`config.mk`:
```
export PLATFORM = sky130hd
export DESIGN_NAME = fpoct_core
export DESIGN_NICKNAME = d
export VERILOG_FILES = /design/src/design/fpoct_pkg.sv /design/src/design/fpoct_core.sv /design/src/design/fpoct_ucyc_timer.sv
export VERILOG_INCLUDE_DIRS = /design/src /design/src/design
export SDC_FILE = /design/constraint.sdc
export NUM_CORES = 2
export LEC_CHECK = 0
export BUFFER_PORTS_ARGS = -buffer_cell sky130_fd_sc_hd__buf_2
export CAP_MARGIN = 5
export CORE_AREA = 4 4 462 464
export DETAILED_ROUTE_END_ITERATION = 16
export DIE_AREA = 0 0 466 468
export GPL_TIMING_DRIVEN = 0
export PLACE_DENSITY = 0.42
export SLEW_MARGIN = 20
export SYNTH_ARGS = -nofsm -noshare
export SYNTH_HDL_FRONTEND = slang
export SYNTH_SLANG_ARGS = --single-unit
```
`constraint.sdc`:
```
create_clock -name clk_i -period 2.5 [get_ports clk_i]
set_input_delay 0.25 -clock clk_i [delete_from_list [all_inputs] [get_ports clk_i]]
set_output_delay 0.25 -clock clk_i [all_outputs]
set_load 0.05 [all_outputs]
```
`src/design/fpoct_defines.svh`:
```
`ifndef FPOCT_DEFINES_SVH
`define FPOCT_DEFINES_SVH
// microcycle period and increments, printed figures in ns
`define FPOCT_CLK_NS        40
`define FPOCT_UCYC_NS       300
`define FPOCT_CYC(ns)       (((ns) + `FPOCT_CLK_NS - 1) / `FPOCT_CLK_NS)
`define FPOCT_T_POS_NS      300
`define FPOCT_T_NZ_NS       300
`define FPOCT_T_CVZ_NS      900
`define FPOCT_T_EXPR_NS     900
`define FPOCT_T_CMPEQ_NS    1200
`define FPOCT_T_CMPSS_NS    2100
`define FPOCT_T_ALGN_NS     900
`define FPOCT_T_ALGN1_NS    1200
`define FPOCT_T_NRMF_NS     1200
`define FPOCT_T_NRMD_NS     1800
`define FPOCT_T_MBF_NS      600
`define FPOCT_T_MBD_NS      1200
`define FPOCT_T_MNF_NS      600
`define FPOCT_T_MND_NS      1200
`define FPOCT_T_RNDF_NS     1200
`define FPOCT_T_RNDD_NS     1800
`define FPOCT_T_OVF_NS      8100
`define FPOCT_T_UNF_NS      9000
`define FPOCT_T_UTRP_NS     4500
`define FPOCT_T_CVS_NS      24300
`define FPOCT_T_CVL_NS      24900
`define FPOCT_T_RST_NS      6900
`define FPOCT_EXP_LIM       16'h007f
`define FPOCT_UC_W          16
`endif

```
`src/design/fpoct_pkg.sv`:
```
package fpoct_pkg;
  typedef enum logic [3:0] {
    OP_OTHER = 4'h0, OP_ADD = 4'h1, OP_SUB = 4'h2, OP_MUL = 4'h3, OP_DIV = 4'h4,
    OP_MOD = 4'h5, OP_CMP = 4'h6, OP_CONV = 4'h7, OP_LDEXP = 4'h8, OP_TST = 4'h9,
    OP_ABS = 4'ha, OP_NEG = 4'hb, OP_STCI = 4'hc, OP_EXTI = 4'hd
  } fpoct_op_e;
  typedef enum logic [1:0] {
    ST_IDLE = 2'b00, ST_RUN = 2'b01, ST_RESTORE = 2'b10
  } fpoct_state_e;
endpackage : fpoct_pkg

```
`src/design/fpoct_core.sv`:
```
`timescale 1ns/1ps
`include "fpoct_defines.svh"
module fpoct_core #(
  parameter int UC_W  = `FPOCT_UC_W,
  parameter int REG_W = 64,
  parameter int NREG  = 8
) (
  input  wire logic                  clk_i,
  input  wire logic                  rst_n_i,
  input  wire logic                  start_i,
  input  wire fpoct_pkg::fpoct_op_e  op_i,
  input  wire logic                  dbl_i,
  input  wire logic                  long_i,
  input  wire logic [UC_W-1:0]       base_uc_i,
  input  wire logic                  res_pos_i,
  input  wire logic                  res_nz_i,
  input  wire logic                  nz_applies_i,
  input  wire logic                  operand_zero_i,
  input  wire logic signed [15:0]    operand_value_i,
  input  wire logic                  cmp_eq_i,
  input  wire logic                  cmp_same_sign_i,
  input  wire logic [7:0]            exp_diff_i,
  input  wire logic [7:0]            norm_shifts_i,
  input  wire logic [63:0]           source_operand_i,
  input  wire logic                  md_norm_i,
  input  wire logic                  round_i,
  input  wire logic                  trap_ovf_i,
  input  wire logic                  trap_unf_i,
  input  wire logic                  trap_any_i,
  input  wire logic                  trap_conv_i,
  input  wire logic                  irq_req_i,
  input  wire logic [NREG*REG_W-1:0] regs_i,
  output logic                       busy_o,
  output logic                       done_o,
  output logic                       irq_ack_o,
  output logic                       restore_o,
  output logic                       restart_pend_o,
  output logic [NREG*REG_W-1:0]      regs_restore_o,
  output logic [UC_W-1:0]            total_uc_o
);
  typedef struct packed {
    fpoct_pkg::fpoct_state_e st;
    fpoct_pkg::fpoct_op_e    op;
    logic                    done;
    logic                    ack;
    logic                    rest;
    logic                    pend;
    logic                    busy;
    logic [UC_W-1:0]         total;
    logic [NREG*REG_W-1:0]   shadow;
  } fpoct_core_s;
  fpoct_core_s s_r;
  fpoct_core_s s_nxt;

  logic            t_load;
  logic [UC_W-1:0] t_count;
  logic            t_abort;
  logic            t_done;
  logic            t_busy;

  // converts a printed ns figure to whole microcycles, rounding up
  function automatic logic [UC_W-1:0] uc(input int ns);
    uc = UC_W'((ns + `FPOCT_UCYC_NS - 1) / `FPOCT_UCYC_NS);
  endfunction : uc

  // ones in the multiplier: the single form looks only at its upper 32 bits
  function automatic logic [UC_W-1:0] ones(input logic [63:0] v, input logic dbl);
    logic [UC_W-1:0] n;
    n = '0;
    for (int i = 0; i < 64; i++) begin
      if (v[i] && (dbl || i >= 32)) begin
        n = n + UC_W'(1);
      end
    end
    ones = n;
  endfunction : ones

  function automatic logic is_arith(input fpoct_pkg::fpoct_op_e op);
    is_arith = (op == fpoct_pkg::OP_ADD) || (op == fpoct_pkg::OP_SUB) ||
               (op == fpoct_pkg::OP_MUL) || (op == fpoct_pkg::OP_DIV) ||
               (op == fpoct_pkg::OP_MOD);
  endfunction : is_arith

  // op classes used by the increments below; only the add/subtract class feeds more than one
  logic op_addsub;
  logic op_muldiv;
  logic op_unary;
  logic exp_out;
  always_comb begin
    op_addsub = (op_i == fpoct_pkg::OP_ADD) || (op_i == fpoct_pkg::OP_SUB);
    op_muldiv = (op_i == fpoct_pkg::OP_MUL) || (op_i == fpoct_pkg::OP_DIV);
    op_unary  = (op_i == fpoct_pkg::OP_TST) || (op_i == fpoct_pkg::OP_ABS) ||
                (op_i == fpoct_pkg::OP_NEG) || (op_i == fpoct_pkg::OP_LDEXP);
    // signed compare, so a large negative exponent word is not read as huge
    exp_out   = (operand_value_i > $signed(`FPOCT_EXP_LIM)) ||
                (operand_value_i < -$signed(`FPOCT_EXP_LIM));
  end

  // one term per data condition; a term is zero when its op or data rule it out
  logic [UC_W-1:0] inc_pos;
  logic [UC_W-1:0] inc_nz;
  logic [UC_W-1:0] inc_cvz;
  logic [UC_W-1:0] inc_exp;
  logic [UC_W-1:0] inc_cmp;
  logic [UC_W-1:0] inc_algn;
  logic [UC_W-1:0] inc_nrm;
  logic [UC_W-1:0] inc_mbit;
  logic [UC_W-1:0] inc_mdn;
  logic [UC_W-1:0] inc_rnd;
  logic [UC_W-1:0] inc_ovf;
  logic [UC_W-1:0] inc_unf;
  logic [UC_W-1:0] inc_utrp;
  logic [UC_W-1:0] inc_cvi;

  always_comb begin
    inc_pos  = '0;
    inc_nz   = '0;
    inc_cvz  = '0;
    inc_exp  = '0;
    inc_cmp  = '0;
    inc_algn = '0;
    inc_nrm  = '0;
    inc_mbit = '0;
    inc_mdn  = '0;
    inc_rnd  = '0;
    inc_ovf  = '0;
    inc_unf  = '0;
    inc_utrp = '0;
    inc_cvi  = '0;
    if (res_pos_i) begin
      inc_pos = uc(`FPOCT_T_POS_NS);
    end
    if (res_nz_i && nz_applies_i) begin
      inc_nz = uc(`FPOCT_T_NZ_NS);
    end
    if ((op_i == fpoct_pkg::OP_CONV) && operand_zero_i) begin
      inc_cvz = uc(`FPOCT_T_CVZ_NS);
    end
    if ((op_i == fpoct_pkg::OP_LDEXP) && exp_out) begin
      inc_exp = uc(`FPOCT_T_EXPR_NS);
    end
    // equal wins over same sign; differing signs add nothing
    if (op_i == fpoct_pkg::OP_CMP) begin
      if (cmp_eq_i) begin
        inc_cmp = uc(`FPOCT_T_CMPEQ_NS);
      end else if (cmp_same_sign_i) begin
        inc_cmp = uc(`FPOCT_T_CMPSS_NS);
      end
    end
    // double add and subtract carry no alignment charge
    if (op_addsub && !dbl_i) begin
      inc_algn = uc(`FPOCT_T_ALGN_NS) +
                 UC_W'(exp_diff_i) * uc(`FPOCT_T_ALGN1_NS);
    end
    if (op_addsub) begin
      inc_nrm = UC_W'(norm_shifts_i) *
                (dbl_i ? uc(`FPOCT_T_NRMD_NS) : uc(`FPOCT_T_NRMF_NS));
    end
    // the multiplier's one bits set the step count
    if (op_i == fpoct_pkg::OP_MUL) begin
      inc_mbit = ones(source_operand_i, dbl_i) *
                 (dbl_i ? uc(`FPOCT_T_MBD_NS) : uc(`FPOCT_T_MBF_NS));
    end
    if (op_muldiv && md_norm_i) begin
      inc_mdn = dbl_i ? uc(`FPOCT_T_MND_NS) : uc(`FPOCT_T_MNF_NS);
    end
    if (is_arith(op_i) && round_i) begin
      inc_rnd = dbl_i ? uc(`FPOCT_T_RNDD_NS) : uc(`FPOCT_T_RNDF_NS);
    end
    // both traps may be flagged at once; each charges its own time
    if (is_arith(op_i) && trap_ovf_i) begin
      inc_ovf = uc(`FPOCT_T_OVF_NS);
    end
    if (is_arith(op_i) && trap_unf_i) begin
      inc_unf = uc(`FPOCT_T_UNF_NS);
    end
    if (op_unary && trap_any_i) begin
      inc_utrp = uc(`FPOCT_T_UTRP_NS);
    end
    if ((op_i == fpoct_pkg::OP_STCI) && trap_conv_i) begin
      inc_cvi = long_i ? uc(`FPOCT_T_CVL_NS) : uc(`FPOCT_T_CVS_NS);
    end
  end

  // sum of base and every increment; wraps silently past the counter width
  logic [UC_W-1:0] sum_uc;
  always_comb begin
    sum_uc = base_uc_i;
    sum_uc = sum_uc + inc_pos + inc_nz + inc_cvz + inc_exp;
    sum_uc = sum_uc + inc_cmp + inc_algn + inc_nrm;
    sum_uc = sum_uc + inc_mbit + inc_mdn + inc_rnd;
    sum_uc = sum_uc + inc_ovf + inc_unf + inc_utrp + inc_cvi;
  end

  // interrupts count only from flops; irq_req_i is same-clock logic
  always_comb begin
    s_nxt      = s_r;
    s_nxt.done = 1'b0;
    s_nxt.ack  = 1'b0;
    t_load     = 1'b0;
    t_count    = '0;
    t_abort    = 1'b0;
    case (s_r.st)
      fpoct_pkg::ST_IDLE: begin
        if (irq_req_i) begin
          // one pulse per request: the host drops it only after seeing the pulse
          if (!s_r.ack) begin
            s_nxt.ack = 1'b1; // between operations interrupts are taken at once
          end
        end else if (start_i) begin
          s_nxt.st     = fpoct_pkg::ST_RUN;
          s_nxt.busy   = 1'b1;
          s_nxt.op     = op_i;
          s_nxt.total  = sum_uc;
          s_nxt.shadow = regs_i;
          s_nxt.pend   = 1'b0;
          t_load       = 1'b1;
          t_count      = sum_uc;
        end
      end
      fpoct_pkg::ST_RUN: begin
        if (irq_req_i && is_arith(s_r.op)) begin
          // abandon; no partial progress is kept
          t_abort    = 1'b1;
          s_nxt.st   = fpoct_pkg::ST_RESTORE;
          s_nxt.rest = 1'b1;
          t_load     = 1'b1;
          t_count    = uc(`FPOCT_T_RST_NS);
        end else if (t_done) begin
          // other ops and extended integer ops finish first
          s_nxt.st   = fpoct_pkg::ST_IDLE;
          s_nxt.busy = 1'b0;
          s_nxt.done = 1'b1;
          s_nxt.ack  = irq_req_i;
        end
      end
      fpoct_pkg::ST_RESTORE: begin
        if (t_done) begin
          s_nxt.st   = fpoct_pkg::ST_IDLE;
          s_nxt.rest = 1'b0;
          s_nxt.busy = 1'b0;
          s_nxt.ack  = 1'b1; // restore time lands in the latency
          s_nxt.pend = 1'b1; // host reissues the op from scratch
        end
      end
      default: begin
        s_nxt.st   = fpoct_pkg::ST_IDLE;
        s_nxt.busy = 1'b0;
      end
    endcase
  end

  // one register for all state; reset clears every flag and the shadow copy
  always_ff @(posedge clk_i or negedge rst_n_i) begin
    if (!rst_n_i) begin
      s_r <= '0;
    end else begin
      s_r <= s_nxt;
    end
  end

  // shared microcycle timer: run length first, then the restore time
  fpoct_ucyc_timer #(
    .UC_W (UC_W)
  ) u_timer (
    .clk_i   (clk_i),
    .rst_n_i (rst_n_i),
    .load_i  (t_load),
    .count_i (t_count),
    .abort_i (t_abort),
    .done_o  (t_done),
    .busy_o  (t_busy)
  );

  // all outputs straight from state flops
  assign busy_o         = s_r.busy;
  assign done_o         = s_r.done;
  assign irq_ack_o      = s_r.ack;
  assign restore_o      = s_r.rest;
  assign restart_pend_o = s_r.pend;
  assign regs_restore_o = s_r.shadow;
  assign total_uc_o     = s_r.total;
endmodule : fpoct_core

```
`src/design/fpoct_ucyc_timer.sv`:
```
`timescale 1ns/1ps
`include "fpoct_defines.svh"
// divides the clock into microcycle ticks and counts whole microcycles down
module fpoct_ucyc_timer #(
  parameter int UC_W = `FPOCT_UC_W
) (
  input  wire logic            clk_i,
  input  wire logic            rst_n_i,
  input  wire logic            load_i,
  input  wire logic [UC_W-1:0] count_i,
  input  wire logic            abort_i,
  output logic                 done_o,
  output logic                 busy_o
);
  localparam int DIV = `FPOCT_CYC(`FPOCT_UCYC_NS);
  typedef struct packed {
    logic [7:0]      div;
    logic [UC_W-1:0] cnt;
    logic            busy;
    logic            done;
  } fpoct_tmr_s;
  fpoct_tmr_s s_r;
  fpoct_tmr_s s_nxt;

  // a load restarts the divider so every count is whole microcycles
  always_comb begin
    s_nxt      = s_r;
    s_nxt.done = 1'b0;
    if (load_i) begin
      s_nxt.div  = 8'h00;
      s_nxt.cnt  = count_i;
      s_nxt.busy = (count_i != '0);
      s_nxt.done = (count_i == '0);
    end else if (abort_i) begin
      s_nxt.busy = 1'b0;
      s_nxt.cnt  = '0;
    end else if (s_r.busy) begin
      if (s_r.div == 8'(DIV - 1)) begin
        s_nxt.div = 8'h00;
        s_nxt.cnt = s_r.cnt - 1'b1;
        if (s_r.cnt == UC_W'(1)) begin
          s_nxt.busy = 1'b0;
          s_nxt.done = 1'b1;
        end
      end else begin
        s_nxt.div = s_r.div + 8'h01;
      end
    end
  end

  always_ff @(posedge clk_i or negedge rst_n_i) begin
    if (!rst_n_i) begin
      s_r <= '0;
    end else begin
      s_r <= s_nxt;
    end
  end

  assign done_o = s_r.done;
  assign busy_o = s_r.busy;
endmodule : fpoct_ucyc_timer

```
* Yosys cells after proc, flatten, opt, wreduce, memory -nomap -nowiden
Cells that the tools add are included.
Word-level totals: register bits after elaboration 565, input port bits 646, output and inout bits 533, word-level logic and storage cells 382
Cells by class: add/sub/neg operators 80, multiply operators 2, $lt $le $gt $ge 2, eq/ne operators 28, mux-type cells 184, bitwise operators 1, reduce and logical (&&, ||, !) cells 72
Operators by type and width (number):
- $mux 16 | 131
- $mux 530 | 2
- $add 16x1->16 const B | 63
- $add 16x16->16 | 14
- $mux 26 | 2
- $logic_and 1x1->1 | 43
- $pmux 16 s2 | 1
- $eq 4x3->1 const B | 6
- $eq 4x4->1 const B | 5
- $mux 18 | 1
- $mux 2 | 9
- $mux 3 | 6
- $mux 17 | 1
- $eq 16x1->1 const B | 1
- $eq 4x2->1 const B | 4
- $gt 16x8->1 const B | 1
- $logic_not 16->1 | 1
- $lt 16x8->1 const B | 1
- $mul 16x16->16 | 1
- $mul 8x16->16 | 1
- $mux 8 | 2
- $reduce_bool 16->1 | 1
- $sub 16x1->16 const B | 1
- $mux 5 | 3
- other kinds (26) | 68

* Logic depth before layout (Yosys ltp)
depth in word-level cells 206, mapped depth 233, depth with buffers taken out 220

* Modules after synthesis
Synthesis repeated with hierarchy kept, for this count alone.
Unflattened totals: cells, all modules 5959, area, all modules 46851.2 um2
By module, submodules not included:
- fpoct_core | times used 1, cells an instance 5785, area each 45238.4 um2
- fpoct_ucyc_timer | times used 1, cells an instance 174, area each 1612.8 um2

* Least setup slack after synthesis
Ideal clock, no wire load.
path type in2reg, start input dbl_i, end register u_timer.s_r (netlist bit u_timer.busy_o), arrival 39505 ps, required time 2381 ps, setup slack -37123 ps, cell stages on the path 230, path through buf_4 > buf_4 > buf_6 > buf_4 > buf_4 > buf_2 > buf_2 > buf_2 > buf_2 > clkbuf_1 > buf_2 > clkbuf_1 > and2_1 > ha_1 > buf_1 > buf_2 > xnor2_1 > ha_1 > (+194 left out) > ha_1 > ha_1 > a21o_1 > a21oi_1 > o21bai_1 > a21oi_1 > o21bai_1 > a21oi_1 > o21bai_1 > a21oi_1 > o21bai_1 > a21oi_1 > o21bai_1 > a21oi_1 > xnor2_1 > nand4_1 > nor3b_2 > o21a_1
RTL lines:
- start: declaration | RTL line fpoct_core.sv:12 | input wire logic dbl_i,
- end signal: assignment | RTL line fpoct_ucyc_timer.sv:55 | s_r <= s_nxt;
- end: declaration | RTL line fpoct_ucyc_timer.sv:22 | fpoct_tmr_s s_r;

==> run_results.csv <==
group,metric,value,unit
status,status,"finished with violations",
status,failed_checks,"setup timing",
drt,drtIter0Drc,2950,
layout,fillers,22300,
synth,postSynthCellCount,5702,
timing,finalSetupViolCount,39,
clock_tree,cts_buffers,72,
synth,seq_area_frac_synth,31.1,%
drt,wl_per_cell,23.3,um
synth,avgSynthCellArea,7.98,um^2
timing,fin_ws,-34.80,ns
min_path,hp-class,"in -> reg",
timing,hold_violations,0,
layout,layout_common_cells,"nand2_1 (1889), buf_2 (1175), buf_4 (738)",
clock_tree,clkLatencyLatePin,0.65,ns
synth,ys_types,139,
critical_path,crit_path_top_delay_cell,"fa_1",
clock_tree,cts_buffer_depth,3,
drt,drt_pass1_iterations,7,
drt,via_count,46700,
synth,yosysTopAreaCellShare,31.1,%
timing,slew_headroom,39.8,%
timing,min_period_over_period,1490,%
critical_path,r2r_setup_slack,-0.61,ns
synth,synth_nets,6533,
global_route,met2_usage,34.9,%
timing,slew_viol_final,0,
global_route,grt-busiest-layer,"met2",
floorplanning,die_area,0.218,mm^2
critical_path,cp-start-kind,"input port",
layout,mostFrequentLayoutCell,"nand2_1",
synth,synthArstFlopShare,100,%
critical_path,worstSetupPathType,"in -> reg",
layout,drive_gt1_share,34.1,%
placed_design,numPortBuffers,1157,
drt,drt_wl_total,247000,um
timing,min_period,37.30,ns
critical_path,crit_top_cell,"ha_4",
critical_path,worstPathRequired,3.02,ns
timing,rsz0062_at_grt,"yes",
global_route,grt_pass1_vias,47100,
global_route,grt_max_degree,91,
critical_path,crit_fanout,4,
floorplanning,rows,168,
layout,layout.nets,8512,
floorplanning,core,0.209,mm^2
floorplanning,die_w,466,um
clock_tree,path_clk_slew,0.06,ns
drt,ant_nets,0,
layout,multiInputGateArea,0.0281,mm^2
timing,hold_ws,0.0723,ns
floorplanning,start_util,21.7,%
drt,drc,0,
drt,viasPerCell,4.42,
floorplanning,io_pins,1179,
flow_run,drv_cap,0,
global_route,grt_use_met3,5.26,%
synth,syn_area,0.0455,mm^2
timing,fmax,26.8,MHz
global_route,antenna_found_initial,75,
synth,synth_warnings,0,
clock_tree,htreeDepth,3,
floorplanning,fp.dieH,468,um
global_route,grtUsageTotal,21.6,%
layout,seqCellArea,0.0141,mm^2
clock_tree,cts.sinks,565,
synth,synth_area_leaders,"dfrtp_1 (31%), nand2_1 (16%), buf_4 (8.8%)",
timing,max_slew.worst_pin.slew,0.896,ns
layout,syn_to_final_growth,47.6,%
synth,yosys.area.top_type,"dfrtp_1",
global_route,grt_remaining_overflow,0,
synth,synth-seq-cells,565,
critical_path,critPathCaptureType,"flip-flop",
clock_tree,root_buffer,"clkbuf_16",
timing,finClkSkew,0.0320,ns
synth,synthFlopType,"dfrtp_1",
synth,synth-edff-count,0,
placed_design,dp_hpwl,205000,um
critical_path,cp.arrival,37.82,ns
global_route,grt_first_pass_wirelength,342000,um
placed_design,place.gp.congestion,0.945,
clock_tree,cts_tree,"built",
global_route,grtUsageMet1,27.5,%
critical_path,max_stage_delay,0.53,ns
==> kinds of logic (layout without fill, tap and decap cells) <==
logic type | after synthesis | in the layout | synth area share [%]
simple gates | 2810 | 2810 | 26.7
buf+inv | 889 | 2920 | 11.9
compound gates | 659 | 659 | 10.0
flops | 565 | 565 | 31.1
xor+xnor | 531 | 531 | 12.9
fa+ha+maj | 191 | 191 | 6.00
mux | 56 | 56 | 1.33
other cells | 1 | 33 | 0.00825
==> synth_stat cells, types with 27 or more instances <==
library cell	n
buf_4	536
ha_1	138
and3_1	52
dfrtp_1	565
nand2_1	1949
nor2_1	236
o21ai_0	142
xor2_1	151
nand4_1	29
xnor3_1	28
a21o_1	32
mux2i_1	31
nand3_1	106
fa_1	47
a21oi_1	137
xnor2_1	283
a31oi_1	29
inv_1	131
o21a_1	27
nor2b_1	36
and2_1	66
nor3_1	102
or3_1	29
clkbuf_1	184
nand2b_1	42
==> routing by layer <==
| layer | vias up | share of wire, % |
|---|---|---|
| met5 | - | 0.082 |
| met3 | 348 | 6.8 |
| met1 | 22700 | 43 |
| met2 | 1324 | 45 |
| met4 | 30 | 5.0 |
| li1 | 22300 | - |
==> path summary, 6_finish.rpt <==
check / from / endpoint / cells after the start
max: dbl_i / u_timer.busy_o / 226
min: op_i[2] / s_r[535] / 4
max reg2reg: u_timer.s_r[23] / u_timer.s_r[15] / 8
min reg2reg: regs_restore_o[171] / regs_restore_o[171] / 2
max in group asynchronous: rst_n_i / regs_restore_o[366] / 5
min in group asynchronous: rst_n_i / regs_restore_o[162] / 2
==> through the flow <==
step / instance area, um^2 / std cells / setup WS, ns / utilization, % / TNS, ns
finish: 67100 / 10600 / -34.80 / 32.1 / -1038.83
global route: 67100 / 10500 / -36.66 / 32.1 / -1093.93
CTS: 65400 / 10500 / -35.36 / 31.3 / -1140.19
detailed placement: 55800 / 9671 / -39.59 / 26.7 / -1943.76
global placement: 55500 / 9664 / -39.33 / 26.6 / -9276.07
floorplan: 46200 / 5702 / -33.33 / - / -993.44
==> critical path: cells and delay by family <==
kind | cells | cell delay [ns]
AOI/OAI and AO/OA | 62 | 9.93
and+or+nand+nor | 54 | 5.94
muxes | 14 | 3.12
adders and majority gates | 41 | 11.92
buffers and inverters | 35 | 3.47
xor gates and xnor gates | 20 | 3.13
==> area by class of cell <==
| class | instances | area share, % |
|---|---|---|
| multi-input cells | 4248 | 41.8 |
| plain buffers | 750 | 8.02 |
| inverters | 139 | 0.789 |
| well taps | 2805 | 5.23 |
| clock buffers | 99 | 3.02 |
| clock inverters | 27 | 0.584 |
| diodes | 32 | 0.119 |
| flip-flops and latches | 565 | 21.1 |
| repair buffers | 1905 | 19.3 |
==> sequential cells by signal, summed over array words and instances, names as in the netlist <==
signal / count
u_timer.busy_o: 1
regs_restore_o: 512
u_timer.done_o: 1
u_timer.s_r: 24
irq_ack_o: 1
done_o: 1
restart_pend_o: 1
s_r: 6
restore_o: 1
total_uc_o: 16
busy_o: 1
==> what timing repair did <==
| action | 4_1_cts | 5_1_grt |
|---|---|---|
| pin swaps | 128 | 171 |
| setup endpoints to repair | 561 | 471 |
| gates resized for setup | 223 | 326 |
| buffers inserted | 148 | 89 |
| hold buffers | 513 | 3 |
| endpoints found under the hold margin | 585 | 3 |
Power is left out: the tool's default activity adds up to more than one toggle a clock period on the data nets, which glitch-free logic cannot reach.
